$ cat config.mk
export PLATFORM = sky130hd
export DESIGN_NAME = rbs_sequencer
export DESIGN_NICKNAME = d
export VERILOG_FILES = /design/src/rbs_pkg.sv /design/src/rbs_sig_check.sv /design/src/rbs_sequencer.sv
export SDC_FILE = /design/constraint.sdc
export NUM_CORES = 1
export LEC_CHECK = 0
export BUFFER_PORTS_ARGS = -buffer_cell sky130_fd_sc_hd__buf_2
export CORE_AREA = 2 2 97 99
export DETAILED_ROUTE_END_ITERATION = 7
export DIE_AREA = 0 0 99 101
export GPL_ROUTABILITY_DRIVEN = 1
export HOLD_SLACK_MARGIN = 0.06
export SYNTH_ARGS = -nofsm -noshare
export SYNTH_HDL_FRONTEND = slang
export SYNTH_HIERARCHICAL = 1
export SYNTH_SLANG_ARGS = --single-unit
$ cat constraint.sdc
create_clock -name clock_i -period 2.2 [get_ports clock_i]
set_input_delay 0.11 -clock clock_i [delete_from_list [all_inputs] [get_ports clock_i]]
set_output_delay 0.11 -clock clock_i [all_outputs]
set_load 0.005 [all_outputs]
$ cat src/rbs_pkg.sv
package rbs_pkg;

  // reset vector in internal rom
  localparam logic [23:0] RBS_RESET_VECTOR     = 24'hFF_FF00;
  // pll settings for 375x of the 32.768 kHz clock
  localparam logic [9:0]  RBS_PLL_MULT_375     = 10'h2ED;
  localparam logic [1:0]  RBS_PLL_SEC_375      = 2'h0;
  localparam logic [1:0]  RBS_PLL_ODIV_375     = 2'h0;
  // pll multiplier fields for about 36 mhz (3x and 1125x)
  localparam logic [9:0]  RBS_PLL_MULT_3X      = 10'h002;
  localparam logic [9:0]  RBS_PLL_MULT_1125X   = 10'h464;
  // parallel port mode values tried during the serial probe
  localparam logic [2:0]  RBS_PPMODE_FIRST     = 3'h5;
  localparam logic [2:0]  RBS_PPMODE_SECOND    = 3'h6;
  // i2c target address and bus rates
  localparam logic [6:0]  RBS_I2C_TARGET       = 7'h50;
  localparam int          RBS_SPI_RATE_KHZ     = 500;
  localparam int          RBS_I2C_RATE_KHZ     = 400;
  // expected 2-byte signature, value arbitrary
  localparam logic [15:0] RBS_SIGNATURE        = 16'hA53C;
  // first and last asynchronous chip-select space probed
  localparam logic [1:0]  RBS_CS_FIRST         = 2'h0;
  localparam logic [1:0]  RBS_CS_LAST          = 2'h3;
  // rtc register window
  localparam logic [15:0] RBS_RTC_BASE         = 16'h1900;
  localparam logic [15:0] RBS_RTC_LAST         = 16'h197F;
  // settling delay
  localparam int          RBS_CLK_KHZ          = 10_000;
  localparam int          RBS_SETTLE_MS        = 200;
  localparam int          RBS_SETTLE_CYC       = RBS_SETTLE_MS * RBS_CLK_KHZ;
  // peripheral clock enables, one bit each
  localparam int          RBS_NPERIPH          = 5;
  localparam int          RBS_PER_EMIF         = 0;
  localparam int          RBS_PER_SPI          = 1;
  localparam int          RBS_PER_I2C          = 2;
  localparam int          RBS_PER_MMC          = 3;
  localparam int          RBS_PER_USB          = 4;

  typedef enum logic [2:0] {
    RBS_SRC_NOR   = 3'h0,
    RBS_SRC_NAND  = 3'h1,
    RBS_SRC_SPI16 = 3'h2,
    RBS_SRC_SPI24 = 3'h3,
    RBS_SRC_I2C   = 3'h4,
    RBS_SRC_MMC   = 3'h5,
    RBS_SRC_USB   = 3'h6
  } rbs_src_e;

  // one probe request to the memory access engine
  typedef struct packed {
    rbs_src_e    src;
    logic [1:0]  cs;
    logic [2:0]  ppmode;
    logic [6:0]  i2c_addr;
  } rbs_probe_s;

  // pll setting driven to the clock generator
  typedef struct packed {
    logic       bypass;
    logic       power_up;
    logic [9:0] mult;
    logic [1:0] sec;
    logic [1:0] odiv;
    logic       div8;
  } rbs_pll_s;

endpackage

$ cat src/rbs_sig_check.sv
`timescale 1ns/1ps
`default_nettype none
module rbs_sig_check
  import rbs_pkg::*;
(
  input  wire logic        clock_i,
  input  wire logic        reset_i,
  input  wire logic        valid_i,
  input  wire logic [15:0] data_i,
  output logic             done_o,
  output logic             match_o
);
  logic done_reg;
  logic match_reg;

  // bus-idle patterns never equal the constant, so they fail naturally
  always_ff @(posedge clock_i) begin
    if (reset_i) begin
      done_reg  <= 1'b0;
      match_reg <= 1'b0;
    end else begin
      done_reg  <= valid_i;
      if (valid_i) begin
        match_reg <= (data_i == RBS_SIGNATURE);
      end
    end
  end

  assign done_o  = done_reg;
  assign match_o = match_reg;
endmodule
`default_nettype wire

$ cat src/rbs_sequencer.sv
`timescale 1ns/1ps
`default_nettype none
module rbs_sequencer
  import rbs_pkg::*;
#(
  parameter int SETTLE_CYC = RBS_SETTLE_CYC
) (
  input  wire logic                    clock_i,
  input  wire logic                    reset_i,
  input  wire logic                    clock_source_select_i,
  input  wire logic                    rtc_osc_enabled_i,
  input  wire logic [15:0]             rtc_access_addr_i,
  output logic                         rtc_access_allow_o,
  output logic [23:0]                  fetch_addr_o,
  output logic                         rom_map_select_o,
  output logic                         clock_output_slow_slew_o,
  output logic                         clock_output_enable_o,
  output logic                         bandgap_trim_o,
  output logic                         idle_all_o,
  output logic                         cpu_domain_idle_o,
  output rbs_pll_s                     pll_o,
  output logic [RBS_NPERIPH-1:0]       periph_clk_en_o,
  output logic                         probe_req_o,
  output rbs_probe_s                   probe_o,
  output logic                         probe_wide_o,
  input  wire logic                    probe_done_i,
  input  wire logic [15:0]             probe_data_i,
  input  wire logic                    regcfg_present_i,
  output logic                         regcfg_start_o,
  input  wire logic                    regcfg_done_i,
  output logic                         copy_start_o,
  input  wire logic                    copy_done_i,
  output logic                         timer_running_o,
  output logic                         jump_o,
  output rbs_src_e                     boot_src_o
);

  typedef enum logic [3:0] {
    RBS_ST_VECTOR  = 4'h0,
    RBS_ST_IDLE    = 4'h1,
    RBS_ST_PLL     = 4'h2,
    RBS_ST_TRIM    = 4'h3,
    RBS_ST_PROBE   = 4'h4,
    RBS_ST_WAIT    = 4'h5,
    RBS_ST_NEXT    = 4'h6,
    RBS_ST_USBPLL  = 4'h7,
    RBS_ST_REGCFG  = 4'h8,
    RBS_ST_COPY    = 4'h9,
    RBS_ST_SETTLE  = 4'hA,
    RBS_ST_JUMP    = 4'hB
  } rbs_state_e;

  rbs_state_e        state_reg;
  rbs_src_e          src_reg;
  logic [1:0]        cs_reg;
  logic [2:0]        ppmode_reg;
  logic              wait_chk_reg;
  logic              timer_en_reg;
  logic [31:0]       timer_reg;
  logic              timer_done;
  logic              chk_done;
  logic              chk_match;
  logic              last_try;
  rbs_pll_s          pll_reg;
  logic              slew_reg;
  logic              clock_output_pin_reg;
  logic              trim_reg;
  logic              idle_reg;
  logic [RBS_NPERIPH-1:0] pclk_reg;

  rbs_sig_check rbs_sig_check_i (
    .clock_i (clock_i),
    .reset_i (reset_i),
    .valid_i (probe_done_i && state_reg == RBS_ST_WAIT),
    .data_i  (probe_data_i),
    .done_o  (chk_done),
    .match_o (chk_match)
  );

  // last attempt of a source: last cs, or second port mode for spi
  always_comb begin
    last_try = 1'b1;
    if (src_reg == RBS_SRC_NOR || src_reg == RBS_SRC_NAND) begin
      last_try = (cs_reg == RBS_CS_LAST);
    end else if (src_reg == RBS_SRC_SPI16 || src_reg == RBS_SRC_SPI24) begin
      last_try = (ppmode_reg == RBS_PPMODE_SECOND);
    end
  end

  assign timer_done = (timer_reg >= SETTLE_CYC);

  // main sequence
  always_ff @(posedge clock_i) begin
    if (reset_i) begin
      state_reg    <= RBS_ST_VECTOR;
      src_reg      <= RBS_SRC_NOR;
      cs_reg       <= RBS_CS_FIRST;
      ppmode_reg   <= RBS_PPMODE_FIRST;
      wait_chk_reg <= 1'b0;
    end else begin
      unique case (state_reg)
        RBS_ST_VECTOR: state_reg <= RBS_ST_IDLE;
        RBS_ST_IDLE:   state_reg <= RBS_ST_PLL;
        RBS_ST_PLL:    state_reg <= RBS_ST_TRIM;
        RBS_ST_TRIM:   state_reg <= RBS_ST_PROBE;
        RBS_ST_PROBE: begin
          state_reg    <= RBS_ST_WAIT;
          wait_chk_reg <= 1'b0;
        end
        RBS_ST_WAIT: begin
          if (probe_done_i) begin
            wait_chk_reg <= 1'b1;
          end
          if (chk_done && wait_chk_reg) begin
            if (chk_match && src_reg != RBS_SRC_USB) begin
              state_reg <= RBS_ST_REGCFG;
            end else if (chk_match) begin
              state_reg <= RBS_ST_REGCFG;
            end else begin
              state_reg <= RBS_ST_NEXT;
            end
          end
        end
        RBS_ST_NEXT: begin
          state_reg <= RBS_ST_PROBE;
          if (src_reg == RBS_SRC_USB) begin
            src_reg <= RBS_SRC_USB;
          end else if (!last_try) begin
            if (src_reg == RBS_SRC_NOR || src_reg == RBS_SRC_NAND) begin
              cs_reg <= cs_reg + 2'h1;
            end else begin
              ppmode_reg <= RBS_PPMODE_SECOND;
            end
          end else begin
            cs_reg     <= RBS_CS_FIRST;
            ppmode_reg <= RBS_PPMODE_FIRST;
            unique case (src_reg)
              RBS_SRC_NOR:   src_reg <= RBS_SRC_NAND;
              RBS_SRC_NAND:  src_reg <= RBS_SRC_SPI16;
              RBS_SRC_SPI16: src_reg <= RBS_SRC_SPI24;
              RBS_SRC_SPI24: src_reg <= RBS_SRC_I2C;
              RBS_SRC_I2C:   src_reg <= RBS_SRC_MMC;
              default: begin
                src_reg   <= RBS_SRC_USB;
                state_reg <= RBS_ST_USBPLL;
              end
            endcase
          end
        end
        RBS_ST_USBPLL: state_reg <= RBS_ST_PROBE;
        RBS_ST_REGCFG: begin
          if (!regcfg_present_i || regcfg_done_i) begin
            state_reg <= RBS_ST_COPY;
          end
        end
        RBS_ST_COPY: begin
          if (copy_done_i) begin
            state_reg <= RBS_ST_SETTLE;
          end
        end
        RBS_ST_SETTLE: begin
          if (timer_done) begin
            state_reg <= RBS_ST_JUMP;
          end
        end
        RBS_ST_JUMP: state_reg <= RBS_ST_JUMP;
        default: state_reg <= RBS_ST_VECTOR;
      endcase
    end
  end

  // settling timer, started when copying finishes; the image is trusted
  // not to touch it, since nothing here can guard against that
  always_ff @(posedge clock_i) begin
    if (reset_i) begin
      timer_en_reg <= 1'b0;
      timer_reg    <= 32'h0000_0000;
    end else begin
      if (state_reg == RBS_ST_COPY && copy_done_i) begin
        timer_en_reg <= 1'b1;
      end
      if (timer_en_reg && !timer_done) begin
        timer_reg <= timer_reg + 32'h0000_0001;
      end
    end
  end

  // clock generator and pad setup
  always_ff @(posedge clock_i) begin
    if (reset_i) begin
      pll_reg    <= '{bypass: 1'b1, power_up: 1'b0, mult: 10'h000,
                      sec: 2'h0, odiv: 2'h0, div8: 1'b0};
      slew_reg   <= 1'b0;
      clock_output_pin_reg <= 1'b1;
      trim_reg   <= 1'b0;
      idle_reg   <= 1'b0;
    end else begin
      if (state_reg == RBS_ST_IDLE) begin
        slew_reg <= 1'b1;
        idle_reg <= 1'b1;
      end
      if (state_reg == RBS_ST_PLL && !clock_source_select_i) begin
        pll_reg <= '{bypass: 1'b0, power_up: 1'b1, mult: RBS_PLL_MULT_375,
                     sec: RBS_PLL_SEC_375, odiv: RBS_PLL_ODIV_375,
                     div8: 1'b1};
      end
      if (state_reg == RBS_ST_PLL && clock_source_select_i) begin
        pll_reg.bypass <= 1'b1;
      end
      if (state_reg == RBS_ST_TRIM) begin
        trim_reg   <= 1'b1;
        clock_output_pin_reg <= 1'b0;
      end
      if (state_reg == RBS_ST_USBPLL) begin
        pll_reg <= '{bypass: 1'b0, power_up: 1'b1,
                     mult: clock_source_select_i ? RBS_PLL_MULT_3X
                                                 : RBS_PLL_MULT_1125X,
                     sec: 2'h0, odiv: 2'h0, div8: 1'b0};
      end
    end
  end

  // peripheral clock: only the one being probed runs
  generate
    for (genvar p = 0; p < RBS_NPERIPH; p++) begin : g_pclk
      logic hit;
      always_comb begin
        hit = 1'b0;
        unique case (src_reg)
          RBS_SRC_NOR, RBS_SRC_NAND:   hit = (p == RBS_PER_EMIF);
          RBS_SRC_SPI16, RBS_SRC_SPI24: hit = (p == RBS_PER_SPI);
          RBS_SRC_I2C:                 hit = (p == RBS_PER_I2C);
          RBS_SRC_MMC:                 hit = (p == RBS_PER_MMC);
          default:                     hit = (p == RBS_PER_USB);
        endcase
      end
      always_ff @(posedge clock_i) begin
        if (reset_i) begin
          pclk_reg[p] <= 1'b0;
        end else begin
          pclk_reg[p] <= hit && state_reg inside {RBS_ST_PROBE, RBS_ST_WAIT,
                         RBS_ST_REGCFG, RBS_ST_COPY};
        end
      end
    end
  endgenerate

  assign periph_clk_en_o          = pclk_reg;
  assign pll_o                    = pll_reg;
  assign fetch_addr_o             = RBS_RESET_VECTOR;
  assign rom_map_select_o         = 1'b0;
  assign clock_output_slow_slew_o = slew_reg;
  assign clock_output_enable_o    = clock_output_pin_reg;
  assign bandgap_trim_o           = trim_reg;
  assign idle_all_o               = idle_reg || state_reg == RBS_ST_JUMP;
  assign cpu_domain_idle_o        = 1'b0;
  assign probe_req_o              = (state_reg == RBS_ST_PROBE);
  assign probe_o                  = '{src: src_reg, cs: cs_reg,
                                      ppmode: ppmode_reg,
                                      i2c_addr: RBS_I2C_TARGET};
  // nor uses 16-bit data, nand 8-bit
  assign probe_wide_o             = (src_reg == RBS_SRC_NOR);
  assign regcfg_start_o           = (state_reg == RBS_ST_REGCFG) &&
                                    regcfg_present_i;
  assign copy_start_o             = (state_reg == RBS_ST_COPY);
  assign timer_running_o          = timer_en_reg;
  assign jump_o                   = (state_reg == RBS_ST_JUMP);
  assign boot_src_o               = src_reg;
  // rtc registers unreachable while its oscillator is off
  assign rtc_access_allow_o = rtc_osc_enabled_i ||
    !(rtc_access_addr_i >= RBS_RTC_BASE &&
      rtc_access_addr_i <= RBS_RTC_LAST);

endmodule
`default_nettype wire

Word level (Yosys, flattened, before mapping). Cells that the tools add are included.

Memories: 0. Output and inout port bits: 77. Input port bits: 40. Memory bits (read-only): 0. Bits in latches: 0. Memory bits (writable): 0. Register bits after elaboration: 69.

Add/sub/neg operators: 2. Reductions and logical operators: 42. Multiply operators: 0. Shifts and indexed selects: 0. Bitwise gates (word level): 1. $lt $le $gt $ge: 3. Eq/ne operators: 27. Mux-type cells: 30. Divide/modulo/power cells: 0.

Operators by type and width (count): one-hot mux 4 bit (11 select lines) (1); 2-to-1 mux 17 bit (2); adder 32 x 1 -> 32 bit, second input constant (1); >= comparator 32 x 21 -> 1 bit, second input constant (1); 2-to-1 mux 4 bit (6); == test 16 bit, second input constant (1); == test 4 x 3 -> 1 bit, second input constant (4); == test 4 bit, second input constant (4); >= comparator 16 x 13 -> 1 bit, second input constant (1); <= comparator 16 x 13 -> 1 bit, second input constant (1); one-hot mux 3 bit (5 select lines) (1); logical AND 1 bit (14); == test 3 bit, second input constant (4); 2-to-1 mux 3 bit (4); 2-to-1 mux 2 bit (5); 2-to-1 mux 1 bit (9); == test 4 x 2 -> 1 bit, second input constant (2); != test 2 bit, second input constant (4); nonzero test 2 bit (4); OR reduction 2 bit (4); 2-to-1 mux 7 bit (1); == test 3 x 2 -> 1 bit, second input constant (2); AND reduction 3 bit (2); OR reduction 6 bit (1); 17 further kinds (26).

Depth between registers and ports, before layout.
Depth in word-level cells: 7. Mapped depth: 7. Gate-level depth less buffers: 6.

Cells and area by module. The synthesis kept the hierarchy.

By module, submodules not included: rbs_sequencer (area each 2911.5 um^2, cells each 350, times used 1); rbs_sig_check (area each 118.9 um^2, cells each 10, times used 1).

Worst setup path before layout. OpenSTA, ideal clock, no wires.

Kind: reg2reg. Start: reg timer_reg[11]. End: reg timer_reg[19]. Path buffers: 2. Cell stages (with the launch flop): 8. Arrival: 1.960 ns. Library setup time: 0.070 ns. Clock period less this slack: 2.031 ns. Slack: 0.169 ns. Cell sequence: dfxtp_1 -> nor4_1 -> a211oi_1 -> or4_1 -> buf_2 -> buf_6 -> or3_1 -> a21oi_1.

Word-level cells in the longest chain between the ends: 3. Elaborated cells on any way between the ends: 4. Classes of those cells: add/sub: 1; order compare: 1; reduce/logical: 2.

Ends and longest elaborated chain: start: declaration (RTL line rbs_sequencer.sv:59) `logic [31:0] timer_reg;`; start signal: assignment (RTL line rbs_sequencer.sv:183) `timer_reg <= timer_reg + 32'h0000_0001;`; >= comparator 32 x 21 -> 1 bit (RTL line rbs_sequencer.sv:90) `assign timer_done = (timer_reg >= SETTLE_CYC);`; zero test 1 bit (RTL line rbs_sequencer.sv:182) `if (timer_en_reg && !timer_done) begin`; logical AND 1 bit (RTL line rbs_sequencer.sv:182).

Several ways; a longest one is shown, not always the timed one. A chain may end at the register's enable or synchronous reset.

Worst setup path after layout.
Start: reg timer_reg[12]. End: reg timer_reg[9].

Word-level cells in the longest chain between the ends: 3.

Ends and longest elaborated chain (RTL line): >= comparator 32 x 21 -> 1 bit (rbs_sequencer.sv:90); zero test 1 bit (rbs_sequencer.sv:182); logical AND 1 bit (rbs_sequencer.sv:182).

Every way passes these cells.

==> out/summary.md <==
Post-layout minimum cycle time: 2.093 ns. The tools report the root buffer selected by CTS as sky130_fd_sc_hd__clkbuf_8. The die outline width is 99 um, and the number of vias in the routed layout is 2607.

A synthesized cell averages 8.418 sq um. For this run, the register share of the synthesized area comes to 40.30%. The run gives 6 as the synthesis warning total. The area fraction of the dominant cell type after synthesis was 40.30%. Row generation in the floorplan step produced 35 rows. Across the VDD grid, the largest voltage drop is 0.3636 mV. For this run, the detailed router's first-pass iteration total came to 4. Of the available clock period, the critical path in the final layout requires 95.16%. The first global-routing pass estimated 10.73 mm of wire.

The tree built by TritonCTS fans out to 61 sinks. The highest attainable clock frequency came out at 0.4777 GHz. After synthesis, the most frequently instantiated cells are sky130_fd_sc_hd__dfxtp_1 (61), sky130_fd_sc_hd__buf_4 (48), sky130_fd_sc_hd__a21oi_1 (30). The logs give 473 for the final net count and 0 for the final number of hold-violating endpoints. The largest net degree at the start of global routing is 30. Once layout is complete, the cells apart from fillers number 545.

Routability-driven placement finished with a final weighted congestion of 0.8245. Headroom to the max-slew limit came out at 65.30%. The worst hold path belongs to the class in -> reg.

The measured slew at the worst slew-check pin is 0.5158 ns, and the count of input and output buffers is 69. Cells fill 40.45% of the core in the end. The tools report the sequential standard cell area as 1221 sq um. The tools report the deepest level of the CTS H-tree as 3.

The run gives 360 as the synthesized netlist cell count. The worst setup path is launched from a flop. The clock arrives with 0.005917 ns of skew.

Dividing the detail-routed wire length by the instance count gives 11.87 um. The tools report the post-route worst setup slack as 0.1066 ns. The tools report the source-to-sink clock delay at the later pin of the worst-skew pair as 0.34 ns. The run finished with clean final reports. In the final layout, the multi-input gates occupy 1503 sq um. After detailed placement, the design holds a cell count of 527.

The most common cell in the netlist is sky130_fd_sc_hd__dfxtp_1. The number of different library cells used by synthesis comes to 48. For this run the aggregate overflow at the end of global routing stands at 0. The critical path is of the reg -> reg type. The run gives -0.04989 ns as the worst setup slack before clock tree synthesis.

STA classifies the critical path endpoint as a flop. The total track usage came out at 13.21%. The number of synthesized flops with an enable pin is 0. The tools report the cell area after synthesis as 3030 sq um. Of all cell types, the one taking the most synthesized area is sky130_fd_sc_hd__dfxtp_1. For the number of top-level design ports, the log shows 117. For the number of fillers in the final layout, the log shows 942. Ranked by total cell area, the synthesized netlist is headed by sky130_fd_sc_hd__dfxtp_1 (40%), sky130_fd_sc_hd__buf_4 (12%), sky130_fd_sc_hd__a21oi_1 (5.0%). The required time of the worst setup path was 2.46 ns. The repair_antennas step left the layout with diodes totalling 0. For the worst setup path, the data arrival time is 2.36 ns. Clock-pin slew was measured on the worst setup and hold paths at 0.07 ns. The clock passes through at most 2 buffers.

Number of flip-flops under the largest register name: 32. The floorplan step defined a core boundary enclosing 8977 sq um. The via count of the first global-routing pass was 2399; the remaining antenna violation count was 0. Setup violations remaining at the end of the flow were counted as 0. TritonCTS built the clock tree.

The initial utilization of the core area, before any placement, comes to 33.76%. For the leakage power total, the log shows 1.502 nW. The layout cell share with drive strength beyond 1 was 25.58%; the post-route DRC violation count was 0.

Measured along the y axis, the die boundary spans 101 um. For this block, the initial DRC count from the detailed router was 95. Along the worst path, the maximum fanout reaches 14.

The routed wire length was 6.468 mm. Register bit total from synthesis: 61. The proportion of synthesized flip-flops having asynchronous set or reset is 0%.

In this run, CTS created clock tree buffers numbering 9. The floorplan die area was 9999 sq um. Across all register-to-register paths, the minimum setup slack is 0.11 ns.

Area overhead of the layout relative to synthesis: 19.82%. The logs give 4.706 mm for the detailed placer's ending HPWL and 0 for the max-cap violation count. The initial antenna violation count was 0; the cell area power density was 677.7 nW/um^2. The max-slew violation count was 0. In the synthesized netlist the dominant register cell turns out to be sky130_fd_sc_hd__dfxtp_1. The final total negative setup slack came out at 0 ns.

The post-detailed-route via-to-cell ratio came out at 4.783.
worst max-delay path, cell delays in order, from the launching register on:
cell and delay [ns]:
sky130_fd_sc_hd__dfxtp_1 0.34, sky130_fd_sc_hd__nor4_2 0.27, sky130_fd_sc_hd__a211oi_1 0.15, sky130_fd_sc_hd__or4_4 0.56
sky130_fd_sc_hd__buf_4 0.19, sky130_fd_sc_hd__or3_1 0.35, sky130_fd_sc_hd__a21oi_1 0.15
power by group:
group | total (mW) | internal, mW | switching, mW | leakage (nW)
clock network | 1.15 | 0.724 | 0.421 | 0.115
registers | 1.14 | 1.12 | 0.0204 | 0.493
logic | 0.172 | 0.0758 | 0.0958 | 0.894
logic make-up (layout without fill, tap and decap cells):
kind of cell,count (synthesis),in the layout,share of synthesized area [%]
adders and majority gates,3,3,1.239
and+or+nand+nor,140,140,26.55
other,2,40,0.2478
AOI/OAI and AO/OA,70,70,13.58
xor gates and xnor gates,3,3,0.8672
buffers and inverters,77,113,15.85
DFF,61,61,40.30
muxes,4,4,1.363
timing repair:
action	4_1_cts	5_1_grt
setup buffers	0	1
gates resized for setup	3	3
hold buffers	2	0
hold endpoints to repair	2	0
endpoints found under the setup margin	14	9
pin swaps	0	1
area by class of cell:
type	count	area share, %
clock buffer	12	4.549
inverter	12	1.241
timing repair buffer	86	13.51
tap	111	3.825
sequential	61	33.63
multi-input combinational	260	41.39
clock inverter	3	1.861
worst paths after layout:
| path | cells past startpoint | end | start |
|---|---|---|---|
| min | 4 | rbs_sig_check_i/match_o$_SDFFE_PP0P_ | probe_data_i[6] |
| max | 6 | timer_reg[9]$_SDFFE_PP0P_ | timer_reg[12]$_SDFFE_PP0P_ |
| min reg2reg | 2 | timer_reg[20]$_SDFFE_PP0P_ | timer_reg[20]$_SDFFE_PP0P_ |
| max reg2reg | 6 | timer_reg[9]$_SDFFE_PP0P_ | timer_reg[12]$_SDFFE_PP0P_ |
routing by layer:
| layer | vias to the layer above | routed length, um | share of wire [%] | global-route usage, % |
|---|---|---|---|---|
| li1 | 1305 | - | - | - |
| met1 | 1209 | 2732 | 42 | 15.15 |
| met2 | 74 | 3193 | 49 | 21.93 |
| met3 | 19 | 362 | 5.6 | 4.716 |
| met4 | 0 | 180 | 2.8 | 6.322 |
| met5 | - | 0 | 0 | 0 |
cell usage in the layout (no fill, tap or decap), types with 5 or more instances in the layout:
master                     instances
sky130_fd_sc_hd__a21oi_1          30
sky130_fd_sc_hd__buf_2            69
sky130_fd_sc_hd__buf_4            14
sky130_fd_sc_hd__clkbuf_8         12
sky130_fd_sc_hd__conb_1           40
sky130_fd_sc_hd__dfxtp_1          61
sky130_fd_sc_hd__inv_1            12
sky130_fd_sc_hd__nand2_1          16
sky130_fd_sc_hd__nand2b_1          8
sky130_fd_sc_hd__nand3_1          12
sky130_fd_sc_hd__nand4_1           5
sky130_fd_sc_hd__nor2_1           26
sky130_fd_sc_hd__nor2b_1          14
sky130_fd_sc_hd__nor3_1           11
sky130_fd_sc_hd__o21ai_0          19
sky130_fd_sc_hd__or3_1            16
metrics by stage:
stage               power [mW]  hold slack, ns  cell area, sq um
global route             2.566          0.1445              3631
CTS                      2.493          0.1234              3605
detailed placement       1.337          0.3717              3339
global placement         1.334          0.3650              3339
floorplan                1.320          0.1746              3173
finish                   2.461          0.1253              3631
Note: power is estimated with default switching activity, not from simulation.
